===== config.mk =====
export PLATFORM = sky130hd
export DESIGN_NAME = mac_frame_filter_autoack
export DESIGN_NICKNAME = d
export VERILOG_FILES = /design/src/design/mac_frame_filter_pkg.sv /design/src/design/fcs_crc16.sv /design/src/design/mac_frame_filter_autoack.sv
export VERILOG_INCLUDE_DIRS = /design/src /design/src/design
export SDC_FILE = /design/constraint.sdc
export NUM_CORES = 2
export LEC_CHECK = 0
export BUFFER_PORTS_ARGS = -buffer_cell sky130_fd_sc_hd__buf_2
export CAP_MARGIN = 20
export CORE_MARGIN = 2
export CORE_UTILIZATION = 50
export CTS_CLUSTER_SIZE = 30
export DETAILED_ROUTE_END_ITERATION = 10
export GPL_TIMING_DRIVEN = 0
export PLACE_DENSITY = 0.66
export SLEW_MARGIN = 10
export SYNTH_ARGS = -nofsm -noshare
export SYNTH_HDL_FRONTEND = slang
export SYNTH_SLANG_ARGS = --single-unit
export TNS_END_PERCENT = 100

===== constraint.sdc =====
create_clock -name clk -period 6.65 [get_ports clk]
set_clock_uncertainty 0.1 [all_clocks]
set_input_delay 1.995 -clock clk [delete_from_list [all_inputs] [get_ports clk]]
set_output_delay 1.995 -clock clk [all_outputs]
set_load 0.03 [all_outputs]

===== src/design/mac_frame_filter_map.svh =====
`ifndef MAC_FRAME_FILTER_MAP_SVH
`define MAC_FRAME_FILTER_MAP_SVH

// Register byte offsets
`define REG_CTRL 8'h00
`define REG_TXLEN 8'h04
`define REG_PANSHORT 8'h08
`define REG_EUI_LO 8'h0c
`define REG_EUI_HI 8'h10
`define REG_STATUS 8'h14

// Address windows, selected by address bits 11:10
`define WIN_REGS 2'b00
`define WIN_TXBUF 2'b01
`define WIN_RXBUF 2'b10

// Control register fields
`define CTRL_TXSTART 0
`define CTRL_FILTER_EN 1
`define CTRL_AUTOACK_EN 2
`define CTRL_ACKPEND 3

// Status register fields
`define STAT_TXBUSY 0
`define STAT_FRAME_READY 1
`define STAT_FCS_ERR 2
`define STAT_FILT_REJ 3
`define STAT_ACK_SENT 4
`define STAT_RXLEN_LSB 16

// Reset values
`define PAN_RESET 16'hffff
`define SHORT_RESET 16'hffff
`define EUI_RESET 64'h0000_0000_0000_0000
`define TXLEN_RESET 10'h00c

// Frame constants
`define FCS_POLY_REFLECTED 16'h8408
`define FCS_OCTETS 10'h002
`define ACK_FRAME_LEN 10'h005
`define BROADCAST_ID 16'hffff
`define HDR_FIXED_OCTETS 10'h003

// AXI responses
`define RESP_OKAY 2'b00
`define RESP_DECERR 2'b11

`endif


===== src/design/mac_frame_filter_pkg.sv =====
package mac_frame_filter_pkg;

  typedef enum logic [2:0] {
    FT_BEACON = 3'h0,
    FT_DATA = 3'h1,
    FT_ACK = 3'h2,
    FT_COMMAND = 3'h3
  } frameType_type;

  typedef enum logic [1:0] {
    AM_NONE = 2'h0,
    AM_RESERVED = 2'h1,
    AM_SHORT = 2'h2,
    AM_EXTENDED = 2'h3
  } addrMode_type;

  // Frame control field, bit 15 first
  typedef struct packed {
    logic [1:0] srcMode;
    logic [1:0] version;
    logic [1:0] dstMode;
    logic [2:0] reserved;
    logic panComp;
    logic ackReq;
    logic pending;
    logic security;
    logic [2:0] frameType;
  } frameControl_type;

  typedef enum logic [1:0] {
    TX_IDLE = 2'b00,
    TX_DATA = 2'b01,
    TX_FCS_LO = 2'b11,
    TX_FCS_HI = 2'b10
  } txState_type;

  typedef struct packed {
    logic bvalid;
    logic [1:0] bresp;
    logic rvalid;
    logic [1:0] rresp;
    logic [31:0] rdata;
    logic filterEn;
    logic autoAckEn;
    logic ackPendCfg;
    logic [9:0] txLenCfg;
    logic [15:0] panId;
    logic [15:0] shortAddr;
    logic [63:0] eui;
    logic txReq;
    logic frameReady;
    logic fcsErr;
    logic filtRej;
    logic ackSent;
    logic [9:0] rxLen;
    txState_type txState;
    logic [9:0] txIdx;
    logic [9:0] txLen;
    logic txAck;
    logic txValid;
    logic [7:0] txOut;
    logic ackPending;
    logic [7:0] ackSeq;
    logic [9:0] rxIdx;
    frameControl_type rxFc;
    logic [7:0] rxSeq;
    logic [15:0] dstPan;
    logic [63:0] dstAddr;
  } state_type;

endpackage : mac_frame_filter_pkg


===== src/design/fcs_crc16.sv =====
`timescale 1ns/1ps
`include "mac_frame_filter_map.svh"

module fcs_crc16
(
  input wire logic clk,
  input wire logic rst_n,
  input wire logic clear,
  input wire logic enable,
  input wire logic [7:0] data,
  output logic [15:0] crc,
  output logic [15:0] crcNext
);

  // Octets enter least significant bit first, as they go on air
  function automatic logic [15:0] step(input logic [15:0] c, input logic [7:0] d);
    logic [15:0] v;
    logic fb;
    v = c;
    for (int i = 0; i < 8; i++)
    begin
      fb = v[0] ^ d[i];
      v = {1'b0, v[15:1]};
      if (fb)
      begin
        v = v ^ `FCS_POLY_REFLECTED;
      end
    end
    return v;
  endfunction : step

  assign crcNext = step(clear ? 16'h0000 : crc, data);

  always_ff @(posedge clk or negedge rst_n)
  begin
    if (!rst_n)
    begin
      crc <= 16'h0000;
    end
    else if (enable)
    begin
      crc <= crcNext;
    end
    else if (clear)
    begin
      crc <= 16'h0000;
    end
  end

endmodule : fcs_crc16


===== src/design/mac_frame_filter_autoack.sv =====
// The placing of the registers and the AXI4-Lite interface to the registers were decided locally.
`timescale 1ns/1ps
`include "mac_frame_filter_map.svh"
// Notes on behaviour
// - Every frame opens with a 16-bit frame control field parsed first.
// - Frame type in bits 2:0; beacon, data, ack, command; 100-111 reserved.
// - Secured frames get no security processing; bytes pass through unchanged.
// - Incoming frame-pending bit is ignored; the host deals with it.
// - Auto-ack frame-pending bit follows the host acknowledgement-pending setting.
// - No acknowledgement is sent when the ack-request bit is clear.
// - Auto-ack only for filtered data or command frames requesting ack.
// - Compression with both addresses: only destination PAN present, shared.
// - Without compression each PAN field exists exactly with its address.
// - Destination mode alone locates destination PAN and address.
// - Destination mode bits 11:10: none, reserved, short, extended.
// - Source mode bits 15:14: none, reserved, short, extended.
// - Frame version 0 or 1 accepted; other versions rejected.
// - Auto-ack copies the received sequence number.
// - Transmit buffer sent for programmed length, last two octets FCS.
// - Every received frame has its FCS checked.
// - Filtering accepts broadcast, PAN plus matching extended id, or PAN plus short.
// - Accepted frames land in receive buffer with length reported.

module mac_frame_filter_autoack #(
  parameter int BUF_DEPTH = 128
)
(
  input wire logic clk,
  input wire logic rst_n,
  input wire logic [11:0] awaddr,
  input wire logic [2:0] awprot,
  input wire logic awvalid,
  output logic awready,
  input wire logic [31:0] wdata,
  input wire logic [3:0] wstrb,
  input wire logic wvalid,
  output logic wready,
  output logic [1:0] bresp,
  output logic bvalid,
  input wire logic bready,
  input wire logic [11:0] araddr,
  input wire logic [2:0] arprot,
  input wire logic arvalid,
  output logic arready,
  output logic [31:0] rdata,
  output logic [1:0] rresp,
  output logic rvalid,
  input wire logic rready,
  output logic txValid,
  output logic [7:0] txData,
  output logic txLast,
  input wire logic txReady,
  input wire logic rxValid,
  input wire logic [7:0] rxData,
  input wire logic rxLast
);

  localparam int BUF_AW = $clog2(BUF_DEPTH);

  function automatic mac_frame_filter_pkg::state_type resetState();
    mac_frame_filter_pkg::state_type s;
    s = '0;
    s.panId = `PAN_RESET;
    s.shortAddr = `SHORT_RESET;
    s.eui = `EUI_RESET;
    s.txLenCfg = `TXLEN_RESET;
    return s;
  endfunction : resetState

  localparam mac_frame_filter_pkg::state_type STATE_RESET = resetState();

  function automatic logic [31:0] merge(input logic [31:0] old, input logic [31:0] nw,
                                        input logic [3:0] s);
    logic [31:0] v;
    v = old;
    for (int i = 0; i < 4; i++)
    begin
      if (s[i])
      begin
        v[8*i +: 8] = nw[8*i +: 8];
      end
    end
    return v;
  endfunction : merge

  mac_frame_filter_pkg::state_type r;
  mac_frame_filter_pkg::state_type next_r;
  logic [7:0] txMem [BUF_DEPTH];
  logic [7:0] rxMem [BUF_DEPTH];
  logic [15:0] crcTx;
  logic [15:0] crcRxNext;
  logic wrFire;
  logic arFire;
  logic txFire;
  logic txCrcClear;
  logic txCrcEnable;
  logic rxEnd;
  logic fcsOk;
  logic versionOk;
  logic filterOk;
  logic accept;
  logic ackWanted;
  logic lastDataBeat;
  logic [9:0] hdrNeed;
  logic [31:0] ctrlWord;
  logic [31:0] statusWord;
  logic [7:0] ackByte;
  logic [7:0] nextTxByte;
  logic [9:0] len2;
  mac_frame_filter_pkg::frameControl_type fc;

  assign fc = r.rxFc;
  assign wrFire = awvalid && wvalid && !r.bvalid;
  assign awready = wrFire;
  assign wready = wrFire;
  assign arFire = arvalid && !r.rvalid;
  assign arready = !r.rvalid;
  assign bvalid = r.bvalid;
  assign bresp = r.bresp;
  assign rvalid = r.rvalid;
  assign rresp = r.rresp;
  assign rdata = r.rdata;
  assign txValid = r.txValid;
  assign txData = r.txOut;
  assign txLast = r.txValid && (r.txState == mac_frame_filter_pkg::TX_FCS_HI);
  assign txFire = r.txValid && txReady;
  assign rxEnd = rxValid && rxLast;

  assign ctrlWord = {28'h0000000, r.ackPendCfg, r.autoAckEn, r.filterEn, r.txReq};
  assign statusWord = {6'h00, r.rxLen, 11'h000, r.ackSent, r.filtRej, r.fcsErr,
                       r.frameReady, r.txState != mac_frame_filter_pkg::TX_IDLE};

  // Acknowledgement octet that follows the one now on offer
  always_comb
  begin
    unique case (r.txIdx[1:0])
      2'h0: ackByte = 8'h00;
      2'h1: ackByte = r.ackSeq;
      default: ackByte = 8'h00;
    endcase
  end

  // Host bytes go out verbatim, secured or not
  assign nextTxByte = txMem[BUF_AW'(10'(r.txIdx + 10'h001))];
  assign lastDataBeat = txFire && (r.txState == mac_frame_filter_pkg::TX_DATA)
                        && (10'(r.txIdx + 10'h001) == 10'(r.txLen - `FCS_OCTETS));
  assign len2 = (r.txLenCfg < `FCS_OCTETS) ? `FCS_OCTETS : r.txLenCfg;
  assign txCrcClear = (r.txState == mac_frame_filter_pkg::TX_IDLE) && (r.ackPending || r.txReq);
  assign txCrcEnable = txFire && (r.txState == mac_frame_filter_pkg::TX_DATA);

  fcs_crc16 txCrc (
    .clk(clk),
    .rst_n(rst_n),
    .clear(txCrcClear),
    .enable(txCrcEnable),
    .data(r.txOut),
    .crc(crcTx),
    .crcNext()
  );

  fcs_crc16 rxCrc (
    .clk(clk),
    .rst_n(rst_n),
    .clear(rxValid && (r.rxIdx == 10'h000)),
    .enable(rxValid),
    .data(rxData),
    .crc(),
    .crcNext(crcRxNext)
  );

  // Receive verdict; the frame-pending and security bits are never consulted
  assign hdrNeed = fc.dstMode[1] ? ((fc.dstMode == mac_frame_filter_pkg::AM_EXTENDED) ?
                   10'h00d : 10'h007) : `HDR_FIXED_OCTETS;
  assign fcsOk = (crcRxNext == 16'h0000);
  assign versionOk = (fc.version <= 2'h1);
  always_comb
  begin
    logic panHit;
    logic addrHit;
    logic modesOk;
    logic compOk;
    addrHit = 1'b0;
    modesOk = 1'b0;
    compOk = 1'b0;
    panHit = (r.dstPan == r.panId) || (r.dstPan == `BROADCAST_ID);
    unique case (fc.dstMode)
      mac_frame_filter_pkg::AM_SHORT:
        addrHit = panHit && ((r.dstAddr[63:48] == r.shortAddr)
                  || (r.dstAddr[63:48] == `BROADCAST_ID));
      mac_frame_filter_pkg::AM_EXTENDED:
        addrHit = panHit && (r.dstAddr == r.eui);
      mac_frame_filter_pkg::AM_NONE:
        addrHit = (fc.frameType == mac_frame_filter_pkg::FT_BEACON);
      default:
        addrHit = 1'b0;
    endcase
    modesOk = (fc.srcMode != mac_frame_filter_pkg::AM_RESERVED);
    compOk = !fc.panComp || (fc.dstMode[1] && fc.srcMode[1]);
    filterOk = !r.filterEn || (!fc.frameType[2] && modesOk && compOk && addrHit
               && (r.rxIdx >= 10'(hdrNeed + 10'h001)));
  end
  assign accept = fcsOk && versionOk && filterOk;
  assign ackWanted = accept && r.filterEn && r.autoAckEn && fc.ackReq
                     && ((fc.frameType == mac_frame_filter_pkg::FT_DATA)
                     || (fc.frameType == mac_frame_filter_pkg::FT_COMMAND));

  always_comb
  begin
    logic [31:0] m;
    logic ackDone;
    m = 32'h00000000;
    ackDone = 1'b0;
    next_r = r;
    unique case (r.txState)
      mac_frame_filter_pkg::TX_IDLE:
      begin
        next_r.txIdx = 10'h000;
        // A pending acknowledgement goes ahead of a host frame
        if (r.ackPending)
        begin
          next_r.ackPending = 1'b0;
          next_r.txAck = 1'b1;
          next_r.txLen = `ACK_FRAME_LEN;
          next_r.txState = mac_frame_filter_pkg::TX_DATA;
          next_r.txOut = {3'h0, r.ackPendCfg, 1'b0, mac_frame_filter_pkg::FT_ACK};
          next_r.txValid = 1'b1;
        end
        else if (r.txReq)
        begin
          next_r.txReq = 1'b0;
          next_r.txAck = 1'b0;
          next_r.txLen = len2;
          next_r.txOut = txMem[0];
          next_r.txValid = (len2 != `FCS_OCTETS);
          next_r.txState = (len2 == `FCS_OCTETS) ? mac_frame_filter_pkg::TX_FCS_LO :
                           mac_frame_filter_pkg::TX_DATA;
        end
      end
      mac_frame_filter_pkg::TX_DATA:
      begin
        if (txFire)
        begin
          next_r.txIdx = 10'(r.txIdx + 10'h001);
          if (lastDataBeat)
          begin
            next_r.txState = mac_frame_filter_pkg::TX_FCS_LO;
            next_r.txValid = 1'b0;
          end
          else
          begin
            next_r.txOut = r.txAck ? ackByte : nextTxByte;
          end
        end
      end
      mac_frame_filter_pkg::TX_FCS_LO:
      begin
        // One idle cycle lets the checksum absorb the final payload octet
        if (!r.txValid)
        begin
          next_r.txValid = 1'b1;
          next_r.txOut = crcTx[7:0];
        end
        else if (txFire)
        begin
          next_r.txState = mac_frame_filter_pkg::TX_FCS_HI;
          next_r.txOut = crcTx[15:8];
        end
      end
      mac_frame_filter_pkg::TX_FCS_HI:
      begin
        if (txFire)
        begin
          next_r.txState = mac_frame_filter_pkg::TX_IDLE;
          next_r.txValid = 1'b0;
          ackDone = r.txAck;
        end
      end
    endcase

    if (r.bvalid && bready)
    begin
      next_r.bvalid = 1'b0;
    end
    if (wrFire)
    begin
      next_r.bvalid = 1'b1;
      next_r.bresp = `RESP_OKAY;
      if (awaddr[11:10] == `WIN_REGS)
      begin
        unique case (awaddr[7:0])
          `REG_CTRL:
          begin
            m = merge(ctrlWord, wdata, wstrb);
            next_r.filterEn = m[`CTRL_FILTER_EN];
            next_r.autoAckEn = m[`CTRL_AUTOACK_EN];
            next_r.ackPendCfg = m[`CTRL_ACKPEND];
            if (wstrb[0] && wdata[`CTRL_TXSTART])
            begin
              next_r.txReq = 1'b1;
            end
          end
          `REG_TXLEN:
          begin
            m = merge({22'h000000, r.txLenCfg}, wdata, wstrb);
            next_r.txLenCfg = m[9:0];
          end
          `REG_PANSHORT:
          begin
            m = merge({r.panId, r.shortAddr}, wdata, wstrb);
            {next_r.panId, next_r.shortAddr} = m;
          end
          `REG_EUI_LO:
            next_r.eui[31:0] = merge(r.eui[31:0], wdata, wstrb);
          `REG_EUI_HI:
            next_r.eui[63:32] = merge(r.eui[63:32], wdata, wstrb);
          `REG_STATUS:
          begin
            if (wstrb[0])
            begin
              next_r.frameReady = r.frameReady & ~wdata[`STAT_FRAME_READY];
              next_r.fcsErr = r.fcsErr & ~wdata[`STAT_FCS_ERR];
              next_r.filtRej = r.filtRej & ~wdata[`STAT_FILT_REJ];
              next_r.ackSent = r.ackSent & ~wdata[`STAT_ACK_SENT];
            end
          end
          default:
            next_r.bresp = `RESP_DECERR;
        endcase
      end
      else if (awaddr[11:10] != `WIN_TXBUF)
      begin
        next_r.bresp = `RESP_DECERR;
      end
    end

    if (r.rvalid && rready)
    begin
      next_r.rvalid = 1'b0;
    end
    if (arFire)
    begin
      next_r.rvalid = 1'b1;
      next_r.rresp = `RESP_OKAY;
      next_r.rdata = 32'h00000000;
      if (araddr[11:10] == `WIN_RXBUF)
      begin
        next_r.rdata = {24'h000000, rxMem[araddr[BUF_AW+1:2]]};
      end
      else if (araddr[11:10] == `WIN_REGS)
      begin
        unique case (araddr[7:0])
          `REG_CTRL: next_r.rdata = ctrlWord;
          `REG_TXLEN: next_r.rdata = {22'h000000, r.txLenCfg};
          `REG_PANSHORT: next_r.rdata = {r.panId, r.shortAddr};
          `REG_EUI_LO: next_r.rdata = r.eui[31:0];
          `REG_EUI_HI: next_r.rdata = r.eui[63:32];
          `REG_STATUS: next_r.rdata = statusWord;
          default: next_r.rresp = `RESP_DECERR;
        endcase
      end
      else if (araddr[11:10] != `WIN_TXBUF)
      begin
        next_r.rresp = `RESP_DECERR;
      end
    end

    // Hardware sets come after software clears so a coincident event survives
    if (ackDone)
    begin
      next_r.ackSent = 1'b1;
    end
    if (rxValid)
    begin
      next_r.rxIdx = rxLast ? 10'h000 : 10'(r.rxIdx + 10'h001);
      if (r.rxIdx == 10'h000)
      begin
        next_r.rxFc[7:0] = rxData;
      end
      else if (r.rxIdx == 10'h001)
      begin
        next_r.rxFc[15:8] = rxData;
      end
      else if (r.rxIdx == 10'h002)
      begin
        next_r.rxSeq = rxData;
      end
      // Destination PAN always precedes its address; compression only drops the source PAN
      else if (fc.dstMode[1] && (r.rxIdx < 10'h005))
      begin
        next_r.dstPan = {rxData, r.dstPan[15:8]};
      end
      else if (fc.dstMode[1] && (r.rxIdx < hdrNeed))
      begin
        next_r.dstAddr = {rxData, r.dstAddr[63:8]};
      end
    end
    if (rxEnd)
    begin
      if (accept)
      begin
        next_r.frameReady = 1'b1;
        next_r.rxLen = 10'(r.rxIdx + 10'h001);
      end
      else if (!fcsOk)
      begin
        next_r.fcsErr = 1'b1;
      end
      else
      begin
        next_r.filtRej = 1'b1;
      end
      if (ackWanted)
      begin
        next_r.ackPending = 1'b1;
        next_r.ackSeq = r.rxSeq;
      end
    end
  end

  always_ff @(posedge clk or negedge rst_n)
  begin
    if (!rst_n)
    begin
      r <= STATE_RESET;
    end
    else
    begin
      r <= next_r;
    end
  end

  // Buffers; every received octet is stored, the host sees only accepted lengths
  always_ff @(posedge clk)
  begin
    if (wrFire && (awaddr[11:10] == `WIN_TXBUF) && wstrb[0])
    begin
      txMem[awaddr[BUF_AW+1:2]] <= wdata[7:0];
    end
    if (rxValid)
    begin
      rxMem[r.rxIdx[BUF_AW-1:0]] <= rxData;
    end
  end
endmodule : mac_frame_filter_autoack


Yosys cells after proc, flatten, opt, wreduce, memory -nomap -nowiden

Memory sizes are Yosys's and may differ from the RTL's.
Cells that the tools add are included.

Equal/unequal tests: 41
Reduce and logical (&&, ||, !) cells: 90
Add/subtract/negate cells: 4
Mux-type cells: 84
Bitwise operators: 44
$lt $le $gt $ge: 5

Operators with widths:

| cell                                            | count |
|---|---|
| two-way mux 16 bit                              | 20 |
| case mux 32 bit (6 select lines)                | 1 |
| AND reduction 4 bit                             | 18 |
| == test 64 bit                                  | 1 |
| two-way mux 32 bit                              | 2 |
| NOT 2 -> 3 bit                                  | 16 |
| two-way mux 20 bit                              | 2 |
| two-way mux 8 bit                               | 5 |
| two-way mux 35 bit                              | 1 |
| == test 16 bit                                  | 2 |
| == test 16 bit (second input constant)          | 2 |
| == test 8 x 4 -> 1 bit (second input constant)  | 4 |
| == test 8 x 5 -> 1 bit (second input constant)  | 4 |
| logical AND 1 bit                               | 30 |
| two-way mux 2 bit                               | 15 |
| two-way mux 9 bit                               | 3 |
| case mux 8 bit (3 select lines)                 | 1 |
| adder 10 x 1 -> 10 bit (second input constant)  | 2 |
| == test 10 x 2 -> 1 bit (second input constant) | 2 |
| two-way mux 10 bit                              | 2 |
| case mux 10 bit (2 select lines)                | 1 |
| two-way mux 1 bit                               | 19 |
| nonzero test 2 bit                              | 9 |
| == test 8 x 3 -> 1 bit (second input constant)  | 2 |
| 40 further kinds                                | 104 |

Bits of input ports: 84
Logic and storage cells: 318
Memories kept: 2
Output and inout bits: 51
Memory bits (writable): 2,048
Register bits after elaboration: 344

Memories:

| name  | words | width | read ports | clocked after Yosys merged registers in | wr ports | RTL line                       | source |
|---|---|---|---|---|---|---|---|
| rxMem | 128   | 8     | 1          | 0                                       | 1        | mac_frame_filter_autoack.sv:89 | `logic [7:0] rxMem [BUF_DEPTH];` |
| txMem | 128   | 8     | 2          | 0                                       | 1        | mac_frame_filter_autoack.sv:88 | `logic [7:0] txMem [BUF_DEPTH];` |

Logic depth before layout (Yosys ltp)

Depth after elaboration: 28
Mapped depth: 13
Mapped depth without buffers: 10

Cells and area by module

From an unflattened synthesis, not the netlist that was laid out.

Cell total of the unflattened synthesis: 5,431
Area total of the unflattened synthesis: 97,385.9 um^2

By module, submodules not included:

| module                   | instances | cells an instance | seq. area each (um^2) | area an instance (um^2) |
|---|---|---|---|---|
| mac_frame_filter_autoack | 1         | 5,203             | 69,273.9              | 95,091.2 |
| fcs_crc16                | 2         | 114               | 400.4                 | 1,147.4 |

Least setup slack after synthesis

No wires, ideal clock.

Kind: in2out
Start: input port awvalid
End: output port wready
Buffers on the path: 2
Slack: 1,522 ps
Stages: 4
Arrival: 3,033 ps
Path through: nand2_1 > nor2_1 > clkbuf_1 > buf_4

Word-level cells in the longest chain between the ends: 2

Ends and longest elaborated chain:

| item                           | RTL line                        | source |
|---|---|---|
| start: declaration             | mac_frame_filter_autoack.sv:32  | `input wire logic awvalid,` |
| logical AND 1 bit (2 in a row) | mac_frame_filter_autoack.sv:113 | `assign wrFire = awvalid && wvalid && !r.bvalid;` |
| end: declaration               | mac_frame_filter_autoack.sv:37  | `output logic wready,` |

No other way between the ends.

Final worst setup path

Same ends and word-level chain as after synthesis.

==> run summary <==
======================================================================================================
Area share of the largest cell type after synthesis .....................................        0.632
XOR/XNOR Fraction of Synth Area .........................................................       0.0166
Ys async rst share ......................................................................        0.143
Post-synthesis cell type with the largest combined area ................................. sky130_fd_sc_hd__edfxtp_1
Clock transition at the register clock pins on the worst setup and hold paths after CTS .        60 ps
Vias ....................................................................................        55089
Number of cells produced by synthesis ...................................................         5497
Most frequently used cell type in the post-synthesis netlist ............................ sky130_fd_sc_hd__edfxtp_1
Number of clock sinks ...................................................................         2389
Synthesis-to-layout area growth .........................................................        12.7%
DRC viols ...............................................................................            0
Global-route wire length before repair ..................................................    399000 um
Number of buffers created by CTS ........................................................          233
Final count of negative-setup-slack endpoints ...........................................            0
Per-cell routed wire length .............................................................      32.8 um
Clock tree root driver cell ............................................................. sky130_fd_sc_hd__clkbuf_16
Syn nets ................................................................................         5597
Initial DRC Count .......................................................................         7602
Non-filler cells in the finished layout .................................................         8650
Sequential cell area in the final layout ................................................   0.0701 mm2
Total wire length after detailed routing ................................................    283000 um
Buffers inserted by post-CTS timing repair ..............................................            0
Std-Cell Rows ...........................................................................          161
Vias in the first global route ..........................................................        54041
Global-route usage over all layers ......................................................        0.284
Initial standard-cell utilization of the core ...........................................        0.504
Class of the most critical setup path ................................................... primary input to primary output
Maximum clock frequency .................................................................    0.171 GHz
Biggest fanout along the worst timing path ..............................................           11
Total area of multi-input combinational cells ...........................................   0.0256 mm2
Clock insertion delay at the later pin of the skew report ...............................       890 ps
Number of synthesized flops with an enable pin ..........................................         2048
Die width ...............................................................................       445 um
Core area ...............................................................................    0.193 mm2
Post-route antenna net violation count ..................................................            0
Final Max Slew Viols ....................................................................            0
Relative max-transition margin ..........................................................        0.137
Sequential cell area fraction in the yosys report .......................................        0.721
Largest buffer count on any clock path ..................................................            3
Fraction of the mapped netlist area in simple logic gates ...............................       0.0361
Detail Placement HPWL ...................................................................    191000 um
Compound-cell area share of the yosys netlist ...........................................       0.0465
Post-layout min period ..................................................................      5830 ps
Static Leakage ..........................................................................      39.1 nW
Worst-Margin Slew .......................................................................      1290 ps
List of most frequent post-synthesis cells .............................................. sky130_fd_sc_hd__edfxtp_1 (2048), sky130_fd_sc_hd__mux2_2 (405), sky130_fd_sc_hd__nor2_1 (359)
Element type at the critical path end ................................................... primary output
Worst hold path type .................................................................... flop to flop
Required time at the worst-slack endpoint ...............................................      4550 ps
Crit path DAT ...........................................................................      3740 ps
Summed instance area of the synthesized netlist .........................................   0.0972 mm2
Share of synthesized cell area in full adder, half adder and majority cells .............      0.00206
Mux contribution to synthesized area ....................................................        0.162
Register bit total from synthesis .......................................................         2389
Number of placed cells counting well taps ...............................................         8196
Share of final-layout standard cells stronger than drive strength 1 .....................        0.229
Pin count of the biggest net entering global routing ....................................          103
Cts hold-fix bufs .......................................................................            0
Clock tree from TritonCTS ...............................................................         done
Vertical die dimension ..................................................................       445 um
Count of filler cells inserted in the layout ............................................        14628
Number of H-tree levels .................................................................            4
Mean Syn Cell Area ......................................................................     17.7 um2
Placer congestion estimate ..............................................................        0.943
Area of the die .........................................................................    0.198 mm2
Crit path launch type ................................................................... primary input
Largest family of logic cells by synthesized area ....................................... multiplexers
Overall overflow remaining after global route ...........................................            0
Unrepaired setup endpoints after global routing .........................................           no
Total of max-cap violations .............................................................            0
Share of the core filled with cells in the final layout .................................        0.568
Cell types with the largest area share after synthesis .................................. sky130_fd_sc_hd__edfxtp_1 (63%), sky130_fd_sc_hd__dfrtp_1 (7.9%), sky130_fd_sc_hd__mux4_2 (7.8%), sky130_fd_sc_hd__mux2_2 (4.7%), sky130_fd_sc_hd__mux2i_1 (3.7%)
First-pass iteration count of the detailed router .......................................            8
Number of vias per cell after detailed routing ..........................................         6.37
Power density over the cells ............................................................   298 mW/mm2
Count of warnings emitted by yosys ......................................................            0
Dominant synthesized flop cell .......................................................... sky130_fd_sc_hd__edfxtp_1
Aggregate negative setup slack ..........................................................         0 ps
Input/output buffers ....................................................................          120
Number of nets in the final layout ......................................................         6011
Hold Vio Cnt, Final .....................................................................            0
Number of antenna violations at the first check in global routing .......................           13
Result of the run ....................................................................... finished clean
Period utilisation layout ...............................................................        0.877
Worst-case vdd ir drop ..................................................................   0.000303 V
Hold slack ..............................................................................       382 ps
Cell variety after synth ................................................................           68
Cells resized by post-CTS repair ........................................................            0
Number of top-level pins ................................................................          135
======================================================================================================
logic make-up after synthesis:
family,count (synthesis)
xor+xnor,184
compound gates,660
fa+ha+maj,16
flops,2389
buf+inv,367
mux,1100
other cells,1
simple gates,780
metal layers:
metal / up-vias / part of all wire / GRT usage
li1: 22648 / - / -
met1: 28628 / 0.39 / 0.393
met2: 3172 / 0.46 / 0.437
met3: 631 / 0.099 / 0.0592
met4: 10 / 0.050 / 0.128
met5: - / 0.00025 / 0
metrics by stage:
| stage | area [um2] | setup slack, ps | power, W |
|---|---|---|---|
| finish | 110000 | 819 | 0.0326 |
| global route | 110000 | 771 | 0.0335 |
| global placement | 101000 | -3120 | 0.0200 |
| detailed placement | 102000 | 344 | 0.0201 |
| CTS | 110000 | 809 | 0.0327 |
| floorplan | 97200 | 1520 | 0.0188 |
cell type report:
class                   count  share of cell area
inverters                  27            0.000925
flip-flops and latches   2389               0.639
clock inverters           116              0.0102
clock buffers             321              0.0574
repair buffers            179              0.0156
well taps                2526              0.0288
plain buffers             340              0.0140
multi-input cells        2741               0.233
diodes                     11            0.000251
critical path: stages:
cell and delay (ps):
sky130_fd_sc_hd__buf_2 70, sky130_fd_sc_hd__nand2_1 60, sky130_fd_sc_hd__nor2_1 590, sky130_fd_sc_hd__clkbuf_1 620, sky130_fd_sc_hd__buf_4 210, sky130_fd_sc_hd__buf_2 180
worst paths after layout:
kind	start	end	slack, ps	depth (start not counted)
worst max register to register	r[143]$_DFFE_PN0P_	txData[0]$_DFFE_PN0P_	1190	11
max in group asynchronous	rst_n	r[132]$_DFFE_PN0P_	4040	3
min in group asynchronous	rst_n	r[21]$_DFFE_PN0P_	960	1
worst min register to register	fc[5]$_DFFE_PN0P_	fc[5]$_DFFE_PN0P_	380	2
worst max-delay path	awvalid	wready	820	6
worst min-delay path	fc[5]$_DFFE_PN0P_	fc[5]$_DFFE_PN0P_	380	2
state kept, by name (all words and copies together) (netlist names), 4 cells and up:
name / cells
rdata: 32
fc: 10
rxMem: 1024
rxCrc.crc: 16
r: 250
ctrlWord: 4
txCrc.crc: 16
txData: 8
txMem: 1024
placed cells by master (no fill, tap or decap), types with 25 or more instances in the layout:
| master | instances |
|---|---|
| sky130_fd_sc_hd__mux2i_1 | 358 |
| sky130_fd_sc_hd__clkinv_1 | 45 |
| sky130_fd_sc_hd__dfrtp_1 | 307 |
| sky130_fd_sc_hd__mux2_2 | 405 |
| sky130_fd_sc_hd__xor2_1 | 44 |
| sky130_fd_sc_hd__clkinv_2 | 39 |
| sky130_fd_sc_hd__buf_2 | 161 |
| sky130_fd_sc_hd__buf_1 | 57 |
| sky130_fd_sc_hd__a21o_1 | 47 |
| sky130_fd_sc_hd__a222oi_1 | 25 |
| sky130_fd_sc_hd__nand2_1 | 218 |
| sky130_fd_sc_hd__nor2_1 | 359 |
| sky130_fd_sc_hd__clkbuf_1 | 246 |
| sky130_fd_sc_hd__mux4_2 | 337 |
| sky130_fd_sc_hd__o22ai_1 | 123 |
| sky130_fd_sc_hd__a22oi_1 | 184 |
| sky130_fd_sc_hd__dfstp_2 | 34 |
| sky130_fd_sc_hd__a21oi_1 | 65 |
| sky130_fd_sc_hd__clkbuf_16 | 234 |
| sky130_fd_sc_hd__nand4_1 | 42 |
| sky130_fd_sc_hd__inv_1 | 26 |
| sky130_fd_sc_hd__xnor2_1 | 140 |
| sky130_fd_sc_hd__edfxtp_1 | 2048 |
| sky130_fd_sc_hd__buf_4 | 56 |
| sky130_fd_sc_hd__o21ai_0 | 101 |
| sky130_fd_sc_hd__nand3_1 | 38 |
where the power goes:
part           internal, W  switching [W]  total, W
registers           0.0166       0.000335    0.0169
clock network      0.00703        0.00579    0.0128
logic              0.00114        0.00176   0.00290
total               0.0247        0.00789    0.0326
Note: power is estimated with default switching activity, not from simulation.
